### src/hw/sfd_pkg.sv
// Package: constants for the single-phase fan drive control block
package sfd_pkg;
  localparam int unsigned CLK_HZ = 50_000_000;
  // Lock retry timing, in milliseconds as specified
  localparam int unsigned LOCK_ON_MS = 400;
  localparam int unsigned LOCK_OFF_MS = 4000;
  // Time without a Hall edge that counts as a locked rotor
  localparam int unsigned LOCK_DETECT_MS = 400;
  localparam int unsigned LOCK_ON_CYC = LOCK_ON_MS * (CLK_HZ / 1000);
  localparam int unsigned LOCK_OFF_CYC = LOCK_OFF_MS * (CLK_HZ / 1000);
  localparam int unsigned LOCK_DETECT_CYC = LOCK_DETECT_MS * (CLK_HZ / 1000);
  localparam int unsigned TMR_W = 32;
  // Reset values of the outputs
  localparam logic DRV_RST = 1'b0;
  localparam logic SIG_RST = 1'b0;
  // Alarm output levels
  localparam logic ALARM_OK = 1'b0;
  localparam logic ALARM_LOCKED = 1'b1;
  typedef enum logic [1:0] {SFD_RUN, SFD_LOCK_OFF, SFD_LOCK_ON} sfd_state_e;
endpackage : sfd_pkg

### src/hw/sfd_hall_if.sv
// Interface: Hall edge event and lock status between core and signal generator
`timescale 1ns/1ps
interface sfd_hall_if;
  logic hall_edge;
  logic locked;
  modport core (output hall_edge, output locked);
  modport sig (input hall_edge, input locked);
endinterface : sfd_hall_if

### src/hw/sfd_signal_gen.sv
// Signal generator: tachometer or lock alarm output
`timescale 1ns/1ps
module sfd_signal_gen
  import sfd_pkg::*;
#(
  parameter bit ALARM_VARIANT = 1'b0
) (
  input wire logic clock,
  input wire logic sys_rst,
  sfd_hall_if.sig ev,
  output logic sig_q
);
  always_ff @(posedge clock) begin
    if (sys_rst) begin
      sig_q <= ALARM_VARIANT ? ALARM_OK : SIG_RST;
    end else if (ALARM_VARIANT) begin
      sig_q <= ev.locked ? ALARM_LOCKED : ALARM_OK;
    end else if (ev.hall_edge) begin
      sig_q <= ~sig_q;
    end
  end

  tach_toggle_a: assert property (@(posedge clock) disable iff (sys_rst)
    (!ALARM_VARIANT && ev.hall_edge) |=> (sig_q != $past(sig_q)))
    else $error("tach did not toggle on Hall edge");
  alarm_level_a: assert property (@(posedge clock) disable iff (sys_rst)
    ALARM_VARIANT |=> (sig_q == $past(ev.locked)))
    else $error("alarm level does not follow lock state");
endmodule : sfd_signal_gen

### src/hw/sfd_fan_ctrl.sv
// Top: single-phase fan drive control with lock retry and tach/alarm output
`timescale 1ns/1ps
module sfd_fan_ctrl
  import sfd_pkg::*;
#(
  parameter bit ALARM_VARIANT = 1'b0,
  parameter int unsigned ON_CYC = LOCK_ON_CYC,
  parameter int unsigned OFF_CYC = LOCK_OFF_CYC,
  parameter int unsigned DETECT_CYC = LOCK_DETECT_CYC
) (
  input wire logic clock,
  input wire logic sys_rst,
  input wire logic hall_north,
  input wire logic pwm_in,
  input wire logic thermal_trip,
  output logic drive1_q,
  output logic drive2_q,
  output logic tach_out
);
  // Elaboration checks: a single-cycle interval leaves no room for the restart compare
  if (ON_CYC < 2) begin : g_on_chk
    $error("ON_CYC must be at least 2");
  end
  if (OFF_CYC < 2) begin : g_off_chk
    $error("OFF_CYC must be at least 2");
  end
  if (DETECT_CYC < 2) begin : g_det_chk
    $error("DETECT_CYC must be at least 2");
  end

  sfd_hall_if hif ();

  logic hall_q;
  logic lock_q;
  sfd_state_e state_q;
  logic [TMR_W-1:0] tmr_q;
  logic edge_seen;
  logic drive_en;
  logic tmr_detect_end;
  logic tmr_off_end;
  logic tmr_on_end;
  logic tmr_restart;
  logic lock_event;
  logic spin_back;

  // Previous Hall level; a difference from the pin is one polarity transition
  always_ff @(posedge clock) begin
    if (sys_rst) begin
      hall_q <= 1'b0;
    end else begin
      hall_q <= hall_north;
    end
  end
  assign edge_seen = hall_q != hall_north;
  assign hif.hall_edge = edge_seen;
  assign hif.locked = lock_q;

  // Interval ends; compares use count minus one because the timer starts at zero
  assign tmr_detect_end = tmr_q >= TMR_W'(DETECT_CYC - 1);
  assign tmr_off_end = tmr_q >= TMR_W'(OFF_CYC - 1);
  assign tmr_on_end = tmr_q >= TMR_W'(ON_CYC - 1);
  // No Hall transition for a whole detect interval counts as a locked rotor
  assign lock_event = (state_q == SFD_RUN) && !edge_seen && tmr_detect_end;
  // A transition in a retry on phase means the rotor turns again
  assign spin_back = (state_q == SFD_LOCK_ON) && edge_seen;

  // Phase of the lock shutdown and retry schedule
  always_ff @(posedge clock) begin
    if (sys_rst) begin
      state_q <= SFD_RUN;
    end else begin
      case (state_q)
        SFD_RUN: begin
          if (lock_event) begin
            state_q <= SFD_LOCK_OFF;
          end
        end
        SFD_LOCK_OFF: begin
          if (tmr_off_end) begin
            state_q <= SFD_LOCK_ON;
          end
        end
        SFD_LOCK_ON: begin
          if (edge_seen) begin
            state_q <= SFD_RUN;
          end else if (tmr_on_end) begin
            state_q <= SFD_LOCK_OFF;
          end
        end
        default: begin
          state_q <= SFD_RUN;
        end
      endcase
    end
  end

  // One timer serves detection and both retry phases; it restarts on each phase change
  always_comb begin
    tmr_restart = 1'b1;
    case (state_q)
      SFD_RUN: begin
        tmr_restart = edge_seen || tmr_detect_end;
      end
      SFD_LOCK_OFF: begin
        tmr_restart = tmr_off_end;
      end
      SFD_LOCK_ON: begin
        tmr_restart = edge_seen || tmr_on_end;
      end
      default: begin
        tmr_restart = 1'b1;
      end
    endcase
  end

  always_ff @(posedge clock) begin
    if (sys_rst) begin
      tmr_q <= '0;
    end else if (tmr_restart) begin
      tmr_q <= '0;
    end else begin
      tmr_q <= tmr_q + 1'b1;
    end
  end

  // Lock flag: set on detection and held through every retry until the rotor turns
  always_ff @(posedge clock) begin
    if (sys_rst) begin
      lock_q <= 1'b0;
    end else if (lock_event) begin
      lock_q <= 1'b1;
    end else if (spin_back) begin
      lock_q <= 1'b0;
    end
  end

  // Pull-up on the pad means an open pin already arrives as 1 here
  // Low duty still drives in every high phase outside lock off and thermal trip; of PWM inputs only a constant low stops torque
  assign drive_en = pwm_in && !thermal_trip && (state_q != SFD_LOCK_OFF);

  // Registered so each pin comes from a flop; costs one cycle of latency

  always_ff @(posedge clock) begin
    if (sys_rst) begin
      drive1_q <= DRV_RST;
      drive2_q <= DRV_RST;
    end else begin
      drive1_q <= drive_en && !hall_north;
      drive2_q <= drive_en && hall_north;
    end
  end

  sfd_signal_gen #(.ALARM_VARIANT(ALARM_VARIANT)) u_sig (
    .clock(clock),
    .sys_rst(sys_rst),
    .ev(hif.sig),
    .sig_q(tach_out)
  );

  lock_off_a: assert property (@(posedge clock) disable iff (sys_rst)
    (state_q == SFD_LOCK_OFF) |=> (!drive1_q && !drive2_q))
    else $error("drive active during lock off");
  thermal_off_a: assert property (@(posedge clock) disable iff (sys_rst)
    thermal_trip |=> (!drive1_q && !drive2_q))
    else $error("drive active during thermal trip");
  pwm_gate_a: assert property (@(posedge clock) disable iff (sys_rst)
    (drive1_q || drive2_q) |-> $past(pwm_in))
    else $error("drive without PWM high");
  pwm_drive_a: assert property (@(posedge clock) disable iff (sys_rst)
    (pwm_in && !thermal_trip && state_q == SFD_RUN) |=> (drive1_q || drive2_q))
    else $error("no drive with PWM high in run");
  pole_map_a: assert property (@(posedge clock) disable iff (sys_rst)
    (drive1_q || drive2_q) |-> (drive2_q == $past(hall_north)) && (drive1_q != drive2_q))
    else $error("drive outputs do not match Hall pole");
  retry_on_a: assert property (@(posedge clock) disable iff (sys_rst)
    (state_q == SFD_LOCK_OFF && tmr_q == TMR_W'(OFF_CYC - 1)) |=> (state_q == SFD_LOCK_ON))
    else $error("retry did not start after off interval");
  retry_end_a: assert property (@(posedge clock) disable iff (sys_rst)
    (state_q == SFD_LOCK_ON && tmr_q == TMR_W'(ON_CYC - 1) && !edge_seen) |=> (state_q == SFD_LOCK_OFF))
    else $error("retry on phase did not end");
  lock_flag_a: assert property (@(posedge clock) disable iff (sys_rst)
    $rose(lock_q) |-> (state_q == SFD_LOCK_OFF) && (tmr_q == '0))
    else $error("lock flag without lock off start");

  // Lock schedule and bridge checks
  lock_entry_a: assert property (@(posedge clock) disable iff (sys_rst)
    lock_event |=> (state_q == SFD_LOCK_OFF) && lock_q)
    else $error("locked rotor did not start shutdown");

  lock_clear_a: assert property (@(posedge clock) disable iff (sys_rst)
    spin_back |=> (!lock_q && state_q == SFD_RUN))
    else $error("lock not cleared after rotor restart");

  detect_bound_a: assert property (@(posedge clock) disable iff (sys_rst)
    (state_q == SFD_RUN) |-> (tmr_q < TMR_W'(DETECT_CYC)))
    else $error("detect timer ran past its interval");

  off_hold_a: assert property (@(posedge clock) disable iff (sys_rst)
    (state_q == SFD_LOCK_OFF && !tmr_off_end) |=> (state_q == SFD_LOCK_OFF))
    else $error("off phase cut short");

  on_hold_a: assert property (@(posedge clock) disable iff (sys_rst)
    (state_q == SFD_LOCK_ON && !tmr_on_end && !edge_seen) |=> (state_q == SFD_LOCK_ON))
    else $error("retry on phase cut short");

  retry_drive_a: assert property (@(posedge clock) disable iff (sys_rst)
    (state_q == SFD_LOCK_ON && pwm_in && !thermal_trip) |=> (drive1_q || drive2_q))
    else $error("no drive during retry on phase");

  drive_excl_a: assert property (@(posedge clock) disable iff (sys_rst)
    !(drive1_q && drive2_q))
    else $error("both drive outputs high");
endmodule : sfd_fan_ctrl

### config.mk
export PLATFORM = sky130hd
export DESIGN_NAME = sfd_fan_ctrl
export DESIGN_NICKNAME = d
export VERILOG_FILES = /design/src/hw/sfd_pkg.sv /design/src/hw/sfd_hall_if.sv /design/src/hw/sfd_signal_gen.sv /design/src/hw/sfd_fan_ctrl.sv
export SDC_FILE = /design/constraint.sdc
export NUM_CORES = 1
export LEC_CHECK = 0
export BUFFER_PORTS_ARGS = -buffer_cell sky130_fd_sc_hd__buf_2
export CAP_MARGIN = 20
export CORE_MARGIN = 1.5
export CORE_UTILIZATION = 60
export CTS_BUF_LIST = sky130_fd_sc_hd__clkbuf_16
export CTS_CLUSTER_SIZE = 28
export DETAILED_ROUTE_END_ITERATION = 10
export GPL_TIMING_DRIVEN = 0
export PLACE_DENSITY_LB_ADDON = 0.25
export SLEW_MARGIN = 20
export SYNTH_ARGS = -nofsm -noshare
export SYNTH_HDL_FRONTEND = slang
export SYNTH_SLANG_ARGS = --single-unit
export TNS_END_PERCENT = 100
### constraint.sdc
create_clock -name clock -period 4 [get_ports clock]
set_input_delay 0.6 -clock clock [delete_from_list [all_inputs] [get_ports clock]]
set_output_delay 0.6 -clock clock [all_outputs]
set_load 0.02 [all_outputs]
# Yosys cells after proc, flatten, opt, wreduce, memory -nomap -nowiden

Index checks and enable logic that the tools add are counted.

Input port bits: 5
Bits in latches: 0
Output and inout port bits: 3
Memory bits (writable): 0
Word-level logic and storage cells: 37
ROM bits: 0
Flip-flop bits (word level): 38
Memories: 0

Div/mod/pow operators: 0
Add/subtract/negate cells: 1
Multiplexer cells: 6
Shift operators: 0
Reduce and logical (&&, ||, !) cells: 14
Multiply operators: 0
Bitwise logic cells: 1
Order comparisons: 2
Equal/unequal tests: 7

Operator list:

| cell                                                                    | count |
|---|---|
| 32-bit by 1-bit adder with 32-bit output, second input constant         | 1 |
| 32-bit by 25-bit >= comparator with 1-bit output, second input constant | 1 |
| 32-bit by 28-bit >= comparator with 1-bit output, second input constant | 1 |
| 2-bit 2-to-1 mux                                                        | 4 |
| 1-bit logical AND                                                       | 6 |
| 2-bit case mux with 3 select lines                                      | 1 |
| 2-bit != test, second input constant                                    | 2 |
| 2-bit OR reduction                                                      | 2 |
| 1-bit zero test                                                         | 3 |
| 3-bit != test, second input constant                                    | 1 |
| 3-bit AND reduction                                                     | 1 |
| 2-bit by 1-bit equality test with 1-bit output, second input constant   | 1 |
| 2-bit equality test, second input constant                              | 1 |
| 2-bit zero test                                                         | 1 |
| 2-bit by 1-bit != test with 1-bit output, second input constant         | 1 |
| 1-bit case mux with 2 select lines                                      | 1 |
| 1-bit logical OR                                                        | 1 |
| 1-bit != test                                                           | 1 |
| 1-bit NOT                                                               | 1 |

# Longest topological paths before layout

Gate-level depths: netlist of the first run.

Word-level depth: 6
Depth in mapped cells: 8
Gate-level depth less buffers: 6

# Cells and area by module

From an unflattened synthesis of the first run, not the netlist that was laid out.

Cell total of the unflattened synthesis: 194
Area total of the unflattened synthesis: 1,716.6 um^2

Modules (own cells, without submodules):

| module         | cells each | instances | sequential area each (um^2) | area an instance (um^2) |
|---|---|---|---|---|
| sfd_fan_ctrl   | 191        | 1         | 760.7                       | 1,684.1 |
| sfd_signal_gen | 3          | 1         | 20.0                        | 32.5 |

# Least setup slack after synthesis of the first run

Ideal clock, no wire load.

Kind: in2reg
Start point: input port hall_north
End point: register tmr_q[2]
Buffers on the path: 2
Arrival time: 1.897 ns
Required time: 3.930 ns
Path slack: 2.033 ns
Library setup time: 0.070 ns
Stages: 6
Cells stage by stage: xor2_1 -> or3_1 -> or3_1 -> buf_2 -> buf_4 -> a21oi_1

Word-level cells in the longest chain between the ends: 4

Ends and longest elaborated chain:

| element                             | RTL line                                 | RTL |
|---|---|---|
| start, declared                     | sfd_fan_ctrl.sv:13                       | `input wire logic hall_north,` |
| 1-bit != test                       | sfd_fan_ctrl.sv:54                       | `assign edge_seen = hall_q != hall_north;` |
| 1-bit logical OR                    | sfd_fan_ctrl.sv:102, sfd_fan_ctrl.sv:108 |  |
| 1-bit case mux with 2 select lines  | sfd_fan_ctrl.sv:100                      | `case (state_q)` |
| 2-bit OR reduction (no source line) | -                                        |  |
| end signal, assigned                | sfd_fan_ctrl.sv:122                      | `tmr_q <= tmr_q + 1'b1;` |
| end, declared                       | sfd_fan_ctrl.sv:36                       | `logic [TMR_W-1:0] tmr_q;` |

No other way between the ends.
A chain may end at the register's enable or synchronous reset.

# Worst setup path after layout of the first run

Start point: register tmr_q[0]
End point: register tmr_q[2]

Word-level cells in the longest chain between the ends: 4
Elaborated cells between the ends (all ways): 6
Those cells by class: add/sub (1); order compare (2); mux (1); reduce/logical (2)

Ends and longest elaborated chain:

| element                                          | RTL line |
|---|---|
| 32-bit by 25-bit >= comparator with 1-bit output | sfd_fan_ctrl.sv:59, sfd_fan_ctrl.sv:61 |
| 1-bit logical OR                                 | sfd_fan_ctrl.sv:102, sfd_fan_ctrl.sv:108 |
| 1-bit case mux with 2 select lines               | sfd_fan_ctrl.sv:100 |
| 2-bit OR reduction (no source line)              | - |

Several ways; a longest one is shown, not always the timed one.

==> implementation parameters, run 1 <==
Parameter                              Value

Setup path
  Data arrival time of the critical path ... 2.33 ns
  WS Path Type ... reg -> reg
  CP max FO ... 10
  Largest delay share family, worst path ... simple AND/OR/NAND/NOR gates
  Bufs and invs on worst path ... 2
  Startpoint types ... flop
  Cell-by-cell trace of the critical path ... ha_1 > nand4_1 > or2_1 > a311oi_1 > or3_1 > buf_2 > buf_4 > a21oi_1
  Req. time, crit path ... 4.15 ns
  CP max stage cell ... sky130_fd_sc_hd__dfxtp_1
  Crit path largest cell delay ... 0.35 ns
  Critical path depth ... 8
  Worst Setup End Kind ... flop
  Worst r2r path cells ... 8

Global route
  Total routing resource utilization after global routing ... 23.49%
  Wire length of the first global-routing pass ... 5678 um
  Met1 capacity usage during global routing ... 29.43%
  Global routing usage on met2 ... 35.38%
  Largest net degree at the start of global routing ... 14
  Global route total overflow ... 0
  Via count of the first global-routing pass ... 1,248
  Grt peak-use layer ... met2
  Number of antenna violations at the first check in global routing ... 0
  GRT met3 Usage ... 8.756%

Yosys
  Post-synthesis instance area ... 1723 um^2
  Sequential cell area fraction in the yosys report ... 44.15%
  Top flip-flop cell by instance count after synthesis ... sky130_fd_sc_hd__dfxtp_1
  Yosys warnings ... 0
  Average cell area after synthesis ... 9.164 um^2
  Count of flip-flops with a built-in enable after synthesis ... 0
  Post-synthesis cell count ... 188
  Proportion of synthesized flip-flops having asynchronous set or reset ... 0%
  Post-synth cell types ... 41
  Post-synthesis register bit count ... 38

Cells and area
  FILL cells ... 190
  Multi-input combinational cell area ... 922.1 um^2
  FF+latch area ... 760.7 um^2
  Net count, final ... 211
  Area growth from synthesis to final layout ... 16.19%
  Diodes inserted ... 0
  Layout cell share with drive strength beyond 1 ... 14.56%

Floorplan
  Core box area ... 2734 um^2
  Vert. Die Dim ... 56.59 um
  Total number of placement rows ... 19
  Die width ... 56.59 um
  Ports ... 8
  Full die area ... 3202 um^2
  Initial core utilization ... 63.02%

STA
  Crit path time final ... 2.180 ns
  Worst slew margin ... 46.76%
  Hold Violations, Final ... 0
  Crit path setup slack, layout ... 1.820 ns
  Unrepaired setup endpoints after global routing ... no
  Setup total negative slack ... 0 ns
  Max Clock Freq ... 458.6 MHz
  Slew at the pin closest to its max-slew limit ... 0.7919 ns
  Final worst path period share ... 54.51%
  # setup viols final ... 0
  Max-slew violations ... 0
  Worst clock skew ... 0.003942 ns

Clocking
  Inserted Clock Buffers ... 5
  CTS Buffer Depth ... 2
  # clock sinks ... 38
  Clk slew on worst S/H paths ... 0.05 ns
  Count of hold-fix buffers inserted at cts ... 0
  Post-cts sizing count ... 0
  H-tree depth ... 2
  CTS tree ... built
  Clock root buffer ... sky130_fd_sc_hd__clkbuf_16
  Clk_lat worst skew ... 0.28 ns
  Buffer count from post-CTS setup fixing ... 0

Run status
  Run status ... finished, final reports clean

Power
  Max VDD drop ... 0.5557 mV
  Design Power ... 0.9196 mW
  Total power divided by cell area ... 459.3 nW/um^2
  Leakage power summed over all cells ... 0.6835 nW

Detailed routing
  Mean number of vias per cell ... 6.017
  Drt first pass iters ... 4
  Count of routing violations after the opening detailed-route iteration ... 57
  DRC violation count after routing ... 0
  Remaining antenna violation count after routing ... 0
  Wire per inst ... 14.67 um
  Via count ... 1,426
  Total wire length after detailed routing ... 3477 um

Flow run
  # Max-Cap Violations ... 0

Placed design
  Routability congestion estimate from global placement ... 0.8854
  Minimum setup slack after placement ... 1.768 ns
  DPL Wire Length ... 2314 um
  Count of buffers inserted at the top-level ports ... 7

Hold path
  Kind of path behind the tightest hold check ... reg -> reg
  Depth of the worst hold-timing path ... 1
## cells by family after synthesis
kind of cell / count (synthesis) / synth area share, %
simple gates: 71 / 22.95
compound gates: 40 / 15.25
flops: 38 / 44.15
xor+xnor: 27 / 13.73
buf+inv: 10 / 2.978
fa+ha+maj: 1 / 0.7261
other cells: 1 / 0.2177
## state kept, by name (all words and copies together) (netlist names)
register     flops
drive1_q         1
drive2_q         1
hall_q           1
state_q          2
tmr_q           32
u_sig.sig_q      1
## layout by cell type, fill, tap and decap left out, types with 4 or more instances in the layout
cell type,count
sky130_fd_sc_hd__dfxtp_1,38
sky130_fd_sc_hd__a21oi_1,20
sky130_fd_sc_hd__xor2_1,18
sky130_fd_sc_hd__nand3_1,14
sky130_fd_sc_hd__nand2_1,11
sky130_fd_sc_hd__nor2_1,9
sky130_fd_sc_hd__buf_2,9
sky130_fd_sc_hd__a21oi_2,9
sky130_fd_sc_hd__xnor2_1,9
sky130_fd_sc_hd__nand4_1,8
sky130_fd_sc_hd__and3_1,6
sky130_fd_sc_hd__clkbuf_16,5
sky130_fd_sc_hd__inv_1,4
sky130_fd_sc_hd__conb_1,4
## path summary, 6_finish.rpt
check                                end      from  slack [ns]
worst max-delay path            tmr_q[2]  tmr_q[0]        1.82
worst max register to register  tmr_q[2]  tmr_q[0]        1.82
worst min register to register  tmr_q[0]  tmr_q[0]        0.45
worst min-delay path            tmr_q[0]  tmr_q[0]        0.45
## worst register-to-register path, cell delays in order, from the launching register on
cell	delay [ns]
sky130_fd_sc_hd__dfxtp_1	0.35
sky130_fd_sc_hd__ha_1	0.23
sky130_fd_sc_hd__nand4_1	0.15
sky130_fd_sc_hd__or2_1	0.28
sky130_fd_sc_hd__a311oi_1	0.33
sky130_fd_sc_hd__or3_1	0.16
sky130_fd_sc_hd__buf_2	0.22
sky130_fd_sc_hd__buf_4	0.24
sky130_fd_sc_hd__a21oi_1	0.09
## metal layers
| layer | up-vias | share of wire (%) |
|---|---|---|
| li1 | 707 | - |
| met1 | 650 | 43 |
| met2 | 59 | 47 |
| met3 | 10 | 7.2 |
| met4 | 0 | 2.6 |
| met5 | - | 0 |
## where the power goes
part           switching, mW  internal, mW  leakage, nW
clock                  0.153         0.358       0.0940
combinational         0.0119       0.00885        0.281
sequential           0.00245         0.385        0.309
total                  0.168         0.752        0.684
## through the flow
step           hold WS (ns)  instance area, um^2  utilization (%)  cells
3_5_place_dp         0.4481                 1808            66.13    229
3_3_place_gp         0.4347                 1808            66.13    229
4_1_cts              0.4558                 2002            73.23    237
5_1_grt              0.4683                 2002            73.23    237
6_report             0.4530                 2002            73.23    237
2_1_floorplan        0.4174                 1734                -    191
## cells in the mapped netlist (2+ instances only)
cell	instances	area share, %
sky130_fd_sc_hd__and3_1	6	2.2
sky130_fd_sc_hd__nor2_1	9	2.0
sky130_fd_sc_hd__a21oi_1	20	5.8
sky130_fd_sc_hd__or4_1	3	1.3
sky130_fd_sc_hd__buf_2	2	0.58
sky130_fd_sc_hd__nor2b_1	3	1.1
sky130_fd_sc_hd__nand3_1	14	4.1
sky130_fd_sc_hd__dfxtp_1	38	44
sky130_fd_sc_hd__nor4_1	3	1.1
sky130_fd_sc_hd__clkbuf_1	2	0.44
sky130_fd_sc_hd__and4_1	2	1.0
sky130_fd_sc_hd__nand4_1	8	2.9
sky130_fd_sc_hd__nand2_1	11	2.4
sky130_fd_sc_hd__or3_1	2	0.73
sky130_fd_sc_hd__xnor2_1	9	4.6
sky130_fd_sc_hd__nor3_1	3	0.87
sky130_fd_sc_hd__xor2_1	18	9.2
sky130_fd_sc_hd__a21oi_2	9	4.6
sky130_fd_sc_hd__inv_1	4	0.87
## area by class of cell
cell class                 count  share of cell area, %
sequential                    38                  38.00
timing repair buffer           7                  1.750
clock inverter                 3                  3.438
tap                           31                  1.938
multi-input combinational    143                  46.06
clock buffer                   5                  6.250
buffer                         6                  1.812
inverter                       4                 0.7500
(Power assumes the default switching activity.)
==> run 2: changes to the inputs <==
ABC_AREA = 1   (was default)
clock period = 2.3 ns   (was 4 ns; I/O delays follow)
==> run 2 against run 1 <==
Against the previous run:
- first-iteration DRC count down 18%
- core utilization fell by 2.0 points
- worst hold slack got worse by 0.19 ns
- via count grew 20%
- global-route usage grew 0.053 points
- clock power is 25% higher
- die area rose by 13%
- cell count up 45%
==> implementation parameters, run 2 <==
Parameter                              Value

Hold path
  Kind of path behind the tightest hold check ... in -> reg
  WHS Endpoint ... drive1_q
  Depth of the worst hold-timing path ... 2 (+1)
  Worst Min Path Start ... hall_north

Clocking
  Count of hold-fix buffers inserted at cts ... 0 (unchanged)
  # clock sinks ... 38 (unchanged)
  Clock root buffer ... sky130_fd_sc_hd__clkbuf_16
  Post-cts sizing count ... 0 (unchanged)
  Clk slew on worst S/H paths ... 0.05 ns (about the same)
  Clk_lat worst skew ... 0.28 ns (about the same)
  Inserted Clock Buffers ... 5 (unchanged)
  CTS Buffer Depth ... 2 (unchanged)
  CTS tree ... built
  Buffer count from post-CTS setup fixing ... 0 (unchanged)
  H-tree depth ... 2 (unchanged)

Run status
  Run status ... finished, final reports clean

Setup path
  FF-to-FF End ... tmr_q[17]
  Req. time, crit path ... 2.45 ns (-1.70 ns)
  CP max stage cell ... sky130_fd_sc_hd__dfxtp_1
  CP max FO ... 10 (unchanged)
  Cell occurring most often along the worst timing path ... sky130_fd_sc_hd__nand2_1
  R2R setup slack ... 0.48 ns (-1.34 ns)
  Crit path largest cell delay ... 0.35 ns (about the same)
  Worst Setup End Kind ... flop
  Worst r2r path cells ... 13 (+5)
  WS Path Type ... reg -> reg
  Cell-by-cell trace of the critical path ... ha_1 > nand2_1 > nor2_1 > nand2_2 > inv_2 > nand2_1 > nand2_1 > nand3_1 > nand2_1 > nand2_1 > nand2_4 > buf_6 > a21oi_1
  Worst r2r src ... tmr_q[0]
  Data arrival time of the critical path ... 1.97 ns (-0.36 ns)
  Startpoint types ... flop

Yosys
  Synth top cells by count ... sky130_fd_sc_hd__nand2_1, sky130_fd_sc_hd__nor2_1, sky130_fd_sc_hd__dfxtp_1, sky130_fd_sc_hd__inv_1, sky130_fd_sc_hd__nand3_1
  Library cell with the largest summed area after synthesis ... sky130_fd_sc_hd__dfxtp_1
  Post-synthesis instance area ... 1952 um^2 (+13%)
  Synth top area cells ... sky130_fd_sc_hd__dfxtp_1, sky130_fd_sc_hd__nand2_1, sky130_fd_sc_hd__nor2_1
  Yosys warnings ... 0 (unchanged)
  Proportion of synthesized flip-flops having asynchronous set or reset ... 0% (unchanged)
  Average cell area after synthesis ... 6.946 um^2 (-24%)
  Top flip-flop cell by instance count after synthesis ... sky130_fd_sc_hd__dfxtp_1
  Sequential cell area fraction in the yosys report ... 38.97% (-5.2 points)
  Post-synthesis cell count ... 281 (+49%)
  Leading cell type by number of instances after synthesis ... sky130_fd_sc_hd__nand2_1
  Post-synth cell types ... 28 (-32%)
  Count of flip-flops with a built-in enable after synthesis ... 0 (unchanged)
  Area share of the largest cell type after synthesis ... 38.97% (-5.2 points)
  Post-synthesis register bit count ... 38 (unchanged)

Placed design
  Cell Count Post-Placement ... 335 (+46%)
  Count of buffers inserted at the top-level ports ... 7 (unchanged)
  DPL Wire Length ... 2810 um (+21%)
  Routability congestion estimate from global placement ... 0.8522 (-3.7%)

Global route
  Number of antenna violations at the first check in global routing ... 0 (unchanged)
  Global route total overflow ... 0 (unchanged)
  Via count of the first global-routing pass ... 1,536 (+23%)
  Largest net degree at the start of global routing ... 12 (-2)
  Wire length of the first global-routing pass ... 6279 um (+11%)
  Total routing resource utilization after global routing ... 23.54% (+0.053 points)

Floorplan
  Vert. Die Dim ... 60.04 um (+6.1%)
  Total number of placement rows ... 20 (+1)
  Initial core utilization ... 63.41% (+0.39 points)
  Core box area ... 3078 um^2 (+13%)
  Full die area ... 3604 um^2 (+13%)
  Ports ... 8 (unchanged)
  Die width ... 60.04 um (+6.1%)

Power
  Leakage power summed over all cells ... 0.8657 nW (+27%)
  Max VDD drop ... 0.7972 mV (+43%)
  Total power divided by cell area ... 629.7 nW/um^2 (+37%)

Detailed routing
  Wire per inst ... 10.95 um (-25%)
  Total wire length after detailed routing ... 3756 um (+8.0%)
  Mean number of vias per cell ... 4.988 (-17%)
  Drt first pass iters ... 4 (unchanged)
  Remaining antenna violation count after routing ... 0 (unchanged)
  DRC violation count after routing ... 0 (unchanged)
  Via count ... 1,711 (+20%)
  Count of routing violations after the opening detailed-route iteration ... 47 (-18%)

STA
  Max-slew violations ... 0 (unchanged)
  Worst slew margin ... 66.52% (+20 points)
  # setup viols final ... 0 (unchanged)
  Crit path time final ... 1.817 ns (-0.3629 ns)
  Slew at the pin closest to its max-slew limit ... 0.4977 ns (-0.2943 ns)
  Setup total negative slack ... 0 ns (unchanged)
  Final worst path period share ... 79.02% (+25 points)
  Max Clock Freq ... 550.2 MHz (+20%)
  Worst clock skew ... 0.002588 ns (-0.001354 ns)
  Hold Violations, Final ... 0 (unchanged)
  Unrepaired setup endpoints after global routing ... no

Cells and area
  Commonest non-fill, non-tap cells in the layout ... sky130_fd_sc_hd__nand2_1, sky130_fd_sc_hd__nor2_1, sky130_fd_sc_hd__inv_1, sky130_fd_sc_hd__dfxtp_1, sky130_fd_sc_hd__nand3_1
  Largest registers ranked by flip-flop count ... tmr_q (32), state_q (2)
  Top register by number of flip-flops ... tmr_q
  Area growth from synthesis to final layout ... 12.24%
  Finished Layout Cells ... 343 (+45%)
  Leading cell type in the layout, fill and taps excluded ... sky130_fd_sc_hd__nand2_1
  Diodes inserted ... 0 (unchanged)
  Max FFs per register ... 32 (unchanged)
  Net count, final ... 304 (+44%)
  Layout cell share with drive strength beyond 1 ... 14.38% (-0.18 points)

Flow run
  # Max-Cap Violations ... 0 (unchanged)
-- run 2: kinds of logic (layout without fill, tap and decap cells) --
family          after synthesis  count (layout)  share of synthesized area [%]
flops                        38              38                          38.97
fa+ha+maj                     1               1                         0.6409
simple gates                170             170                          41.41
other cells                   1               4                         0.1921
compound gates               17              17                          4.808
xor+xnor                     11              11                          4.936
buf+inv                      43              58                          9.039
-- run 2: report_power, final --
group          internal, mW  switching, mW
Sequential            0.674        0.00828
Combinational        0.0231         0.0365
Clock                 0.391          0.247
Total                  1.09          0.292
-- run 2: critical path, delay by kind of cell (launching register included) --
| kind | cells | cell delay, ns |
|---|---|---|
| AND/OR/NAND/NOR | 9 | 0.83 |
| flip-flops | 1 | 0.35 |
| buffers and inverters | 2 | 0.25 |
| adder cells (fa/ha/maj) | 1 | 0.20 |
| AO/OA/AOI/OAI | 1 | 0.06 |
-- run 2: cell type report --
type	instances	area [um^2]
Buffer	2	22.52
Multi-Input combinational cell	203	1026
Sequential cell	38	760.7
Inverter	41	153.9
Clock buffer	5	125.1
Clock inverter	3	12.51
Fill cell	267	887.1
Timing Repair Buffer	7	35.03
Tap cell	44	55.05
-- run 2: worst max path at each step --
stage / endpoint / start / slack, ns
2_1_floorplan: tmr_q[24] / tmr_q[0] / 0.75
3_3_place_gp: tmr_q[4] / tmr_q[0] / 0.51
3_5_place_dp: tmr_q[11] / tmr_q[0] / 0.48
4_1_cts: tmr_q[11] / tmr_q[0] / 0.46
5_1_grt: tmr_q[17] / tmr_q[0] / 0.24
6_report: tmr_q[17] / tmr_q[0] / 0.48
-- run 2: routing by layer --
| metal | vias up | part of all wire [%] | track usage [%] |
|---|---|---|---|
| li1 | 908 | - | - |
| met1 | 746 | 46 | 29.09 |
| met2 | 46 | 47 | 38.20 |
| met3 | 11 | 4.6 | 5.628 |
| met4 | 0 | 2.6 | 11.43 |
| met5 | - | 0 | 0 |
-- run 2: metrics by stage --
| step | util (%) | worst slack, ns | power, mW | instance area (um^2) | hold WS (ns) |
|---|---|---|---|---|---|
| after detailed placement | 66.71 | 0.4774 | 0.7552 | 2053 | 0.4451 |
| after floorplan | - | 0.7512 | 0.7388 | 1963 | 0.4174 |
| after global routing | 71.18 | 0.2441 | 1.439 | 2191 | 0.2749 |
| final | 71.18 | 0.4825 | 1.380 | 2191 | 0.2638 |
| after global placement | 66.71 | 0.5150 | 0.7539 | 2053 | 0.4322 |
| after CTS | 71.18 | 0.4647 | 1.392 | 2191 | 0.2645 |
==> run 3: changes to the inputs <==
clock period = 1.7 ns   (was 2.3 ns; I/O delays follow)
==> run 3 against run 2 <==
Against the previous run:
- the run now ends with negative setup slack left
- highest routed layer unchanged
- critical endpoint is now tmr_q[19]
- largest power group unchanged
- wire length grew 30%
- critical path depth shrank 3
- core utilization grew 9.5 points
- cell area grew 13%
- combinational power grew 67%
==> implementation parameters, run 3 (synthesis results as in run 2) <==
Parameter                              Value

Run status
  Run status ... finished, violations left
  Violated checks ... negative setup slack

Cells and area
  Leading cell type in the layout, fill and taps excluded ... sky130_fd_sc_hd__nand2_1
  FILL cells ... 194 (-27%)
  Area growth from synthesis to final layout ... 27.24%
  Net count, final ... 321 (+5.6%)
  Largest registers ranked by flip-flop count ... tmr_q (32), state_q (2)
  Post-Layout Inst Area ... 2484 um^2 (+13%)
  Top register by number of flip-flops ... tmr_q
  Commonest non-fill, non-tap cells in the layout ... sky130_fd_sc_hd__nand2_1, sky130_fd_sc_hd__nor2_1, sky130_fd_sc_hd__inv_1, sky130_fd_sc_hd__dfxtp_1, sky130_fd_sc_hd__nand3_1
  Diodes inserted ... 0 (unchanged)
  Layout cell share with drive strength beyond 1 ... 27.22% (+13 points)
  Max FFs per register ... 32 (unchanged)
  Final design utilization ... 80.69% (+9.5 points)

Detailed routing
  Wire per inst ... 13.53 um (+24%)
  Drt first pass iters ... 5 (+1)
  Mean number of vias per cell ... 5.314 (+6.5%)
  Remaining antenna violation count after routing ... 0 (unchanged)
  DRC violation count after routing ... 0 (unchanged)
  Total wire length after detailed routing ... 4872 um (+30%)
  Via count ... 1,913 (+12%)
  Count of routing violations after the opening detailed-route iteration ... 170 (+260%)

Placed design
  Count of buffers inserted at the top-level ports ... 7 (unchanged)
  Minimum setup slack after placement ... -0.1226 ns (-0.6000 ns)
  DPL Wire Length ... 2810 um (unchanged)
  Placed standard-cell area ... 2053 um^2 (unchanged)
  Routability congestion estimate from global placement ... 0.8522 (unchanged)

Clocking
  Clk_lat worst skew ... 0.28 ns (about the same)
  Count of hold-fix buffers inserted at cts ... 0 (unchanged)
  CTS Buffer Depth ... 2 (unchanged)
  Clock root buffer ... sky130_fd_sc_hd__clkbuf_16
  CTS tree ... built
  H-tree depth ... 2 (unchanged)
  Inserted Clock Buffers ... 5 (unchanged)
  # clock sinks ... 38 (unchanged)
  Clk slew on worst S/H paths ... 0.05 ns (about the same)

Global route
  Global route total overflow ... 0 (unchanged)
  Largest net degree at the start of global routing ... 12 (unchanged)
  Total routing resource utilization after global routing ... 25.52% (+2.0 points)
  Via count of the first global-routing pass ... 1,636 (+6.5%)
  Wire length of the first global-routing pass ... 6768 um (+7.8%)
  Number of antenna violations at the first check in global routing ... 0 (unchanged)

Power
  Switching Share ... 22.26% (+1.1 points)
  Net switching power figure ... 0.4248 mW (+46%)
  Max VDD drop ... 1.071 mV (+34%)
  Flop pwr share ... 48.4% (-1.0 points)
  Total power divided by cell area ... 768.5 nW/um^2 (+22%)
  Combinational group share of total power ... 5.2% (+0.9 points)
  Leakage power summed over all cells ... 1.005 nW (+16%)
  Internal power consumption ... 1.484 mW (+36%)
  Part of the power in the clock network ... 46.4% (+0.2 points)

STA
  Max Clock Freq ... 579.9 MHz (+5.4%)
  Slew at the pin closest to its max-slew limit ... 0.5606 ns (+0.06292 ns)
  Max-slew violations ... 0 (unchanged)
  Worst slew margin ... 62.10% (-4.4 points)
  # setup viols final ... 9 (+9)
  Unrepaired setup endpoints after global routing ... yes
  Final worst path period share ... 101.4% (+22 points)
  Crit path setup slack, layout ... -0.02447 ns (-0.5070 ns)
  Hold Violations, Final ... 0 (unchanged)
  Crit path time final ... 1.724 ns (-0.09301 ns)
  Worst clock skew ... 0.003986 ns (+0.001397 ns)

Floorplan
  Ports ... 8 (unchanged)
  Core box area ... 3078 um^2 (unchanged)
  Die width ... 60.04 um (unchanged)
  Initial core utilization ... 63.41% (unchanged)
  Total number of placement rows ... 20 (unchanged)
  Vert. Die Dim ... 60.04 um (unchanged)
  Full die area ... 3604 um^2 (unchanged)

Flow run
  # Max-Cap Violations ... 0 (unchanged)

Setup path
  Req. time, crit path ... 1.86 ns (-0.59 ns)
  Worst Setup End Kind ... flop
  CP max FO ... 3 (-7)
  Data arrival time of the critical path ... 1.88 ns (-0.09 ns)
  Startpoint types ... flop
  WS Path Type ... reg -> reg

Hold path
  Kind of path behind the tightest hold check ... in -> reg
## run 3: changes by cell type in the layout (fill, tap and decap cells not counted), moves of 5 or more
cell,change
sky130_fd_sc_hd__a21oi_1,-5
sky130_fd_sc_hd__a21oi_2,+5
sky130_fd_sc_hd__dfxtp_1,-7
sky130_fd_sc_hd__buf_4,+13
sky130_fd_sc_hd__nand2_1,-6
sky130_fd_sc_hd__dfxtp_2,+7
## run 3: path summary, 6_finish.rpt
kind / cells past startpoint / endpoint / startpoint / slack (ns)
max: 10 / tmr_q[19] / tmr_q[0] / -0.02
min: 2 / drive1_q / hall_north / 0.17
max reg2reg: 10 / tmr_q[19] / tmr_q[0] / -0.02
min reg2reg: 2 / tmr_q[12] / tmr_q[12] / 0.50
## run 3: power groups by stage
stage                     Sequential, mW  Combinational [mW]  Clock, mW
after floorplan                    0.946              0.0534          0
after detailed placement           0.941              0.0810          0
final                              0.923              0.0998      0.886
after global routing               0.924               0.110      0.942
after global placement             0.941              0.0795          0
after CTS                          0.923              0.0914      0.880
## run 3: area by class of cell
cell class                      instances  area (um^2)  share of cell area, %
Buffer                                  2        26.28                  1.058
Clock buffer                            5        125.1                  5.038
Clock inverter                          3        12.51                 0.5038
Inverter                               41        153.9                  6.196
Multi-Input combinational cell        203         1130                  45.49
Sequential cell                        38        769.5                  30.98
Tap cell                               44        55.05                  2.217
Timing Repair Buffer                   24        211.5                  8.514
## run 3: routing by layer
| metal | track usage [%] | wire, um |
|---|---|---|
| met1 | 31.10 | 2038 |
| met2 | 41.93 | 2421 |
| met3 | 6.061 | 280 |
| met4 | 12.38 | 131 |
| met5 | 0 | 0 |
## run 3: per-stage QoR
stage	setup TNS [ns]	power, mW	hold WS, ns	std cells
after floorplan	0	0.9996	0.3274	284
after global placement	-1.332	1.020	0.4322	335
after detailed placement	-1.997	1.022	0.4451	335
after CTS	-0.1520	1.894	0.1745	351
after global routing	-2.594	1.976	0.1834	360
final	-0.1087	1.909	0.1731	360
## run 3: repair_timing
item                                    in CTS  in global routing
buffers inserted                             7                  9
cloned                                       1                  0
endpoints found under the setup margin      24                 29
pin swaps                                    2                 17
resized for setup                           11                 24
## run 3: critical path: stages, from the launching register on
cell	delay, ns
sky130_fd_sc_hd__dfxtp_2	0.35
sky130_fd_sc_hd__buf_4	0.11
sky130_fd_sc_hd__nand3_1	0.12
sky130_fd_sc_hd__nor2_2	0.18
sky130_fd_sc_hd__nand2_2	0.12
sky130_fd_sc_hd__nor2_4	0.15
sky130_fd_sc_hd__nand2_2	0.09
sky130_fd_sc_hd__inv_1	0.08
sky130_fd_sc_hd__nand2_1	0.10
sky130_fd_sc_hd__xor2_1	0.21
sky130_fd_sc_hd__nor2_1	0.09
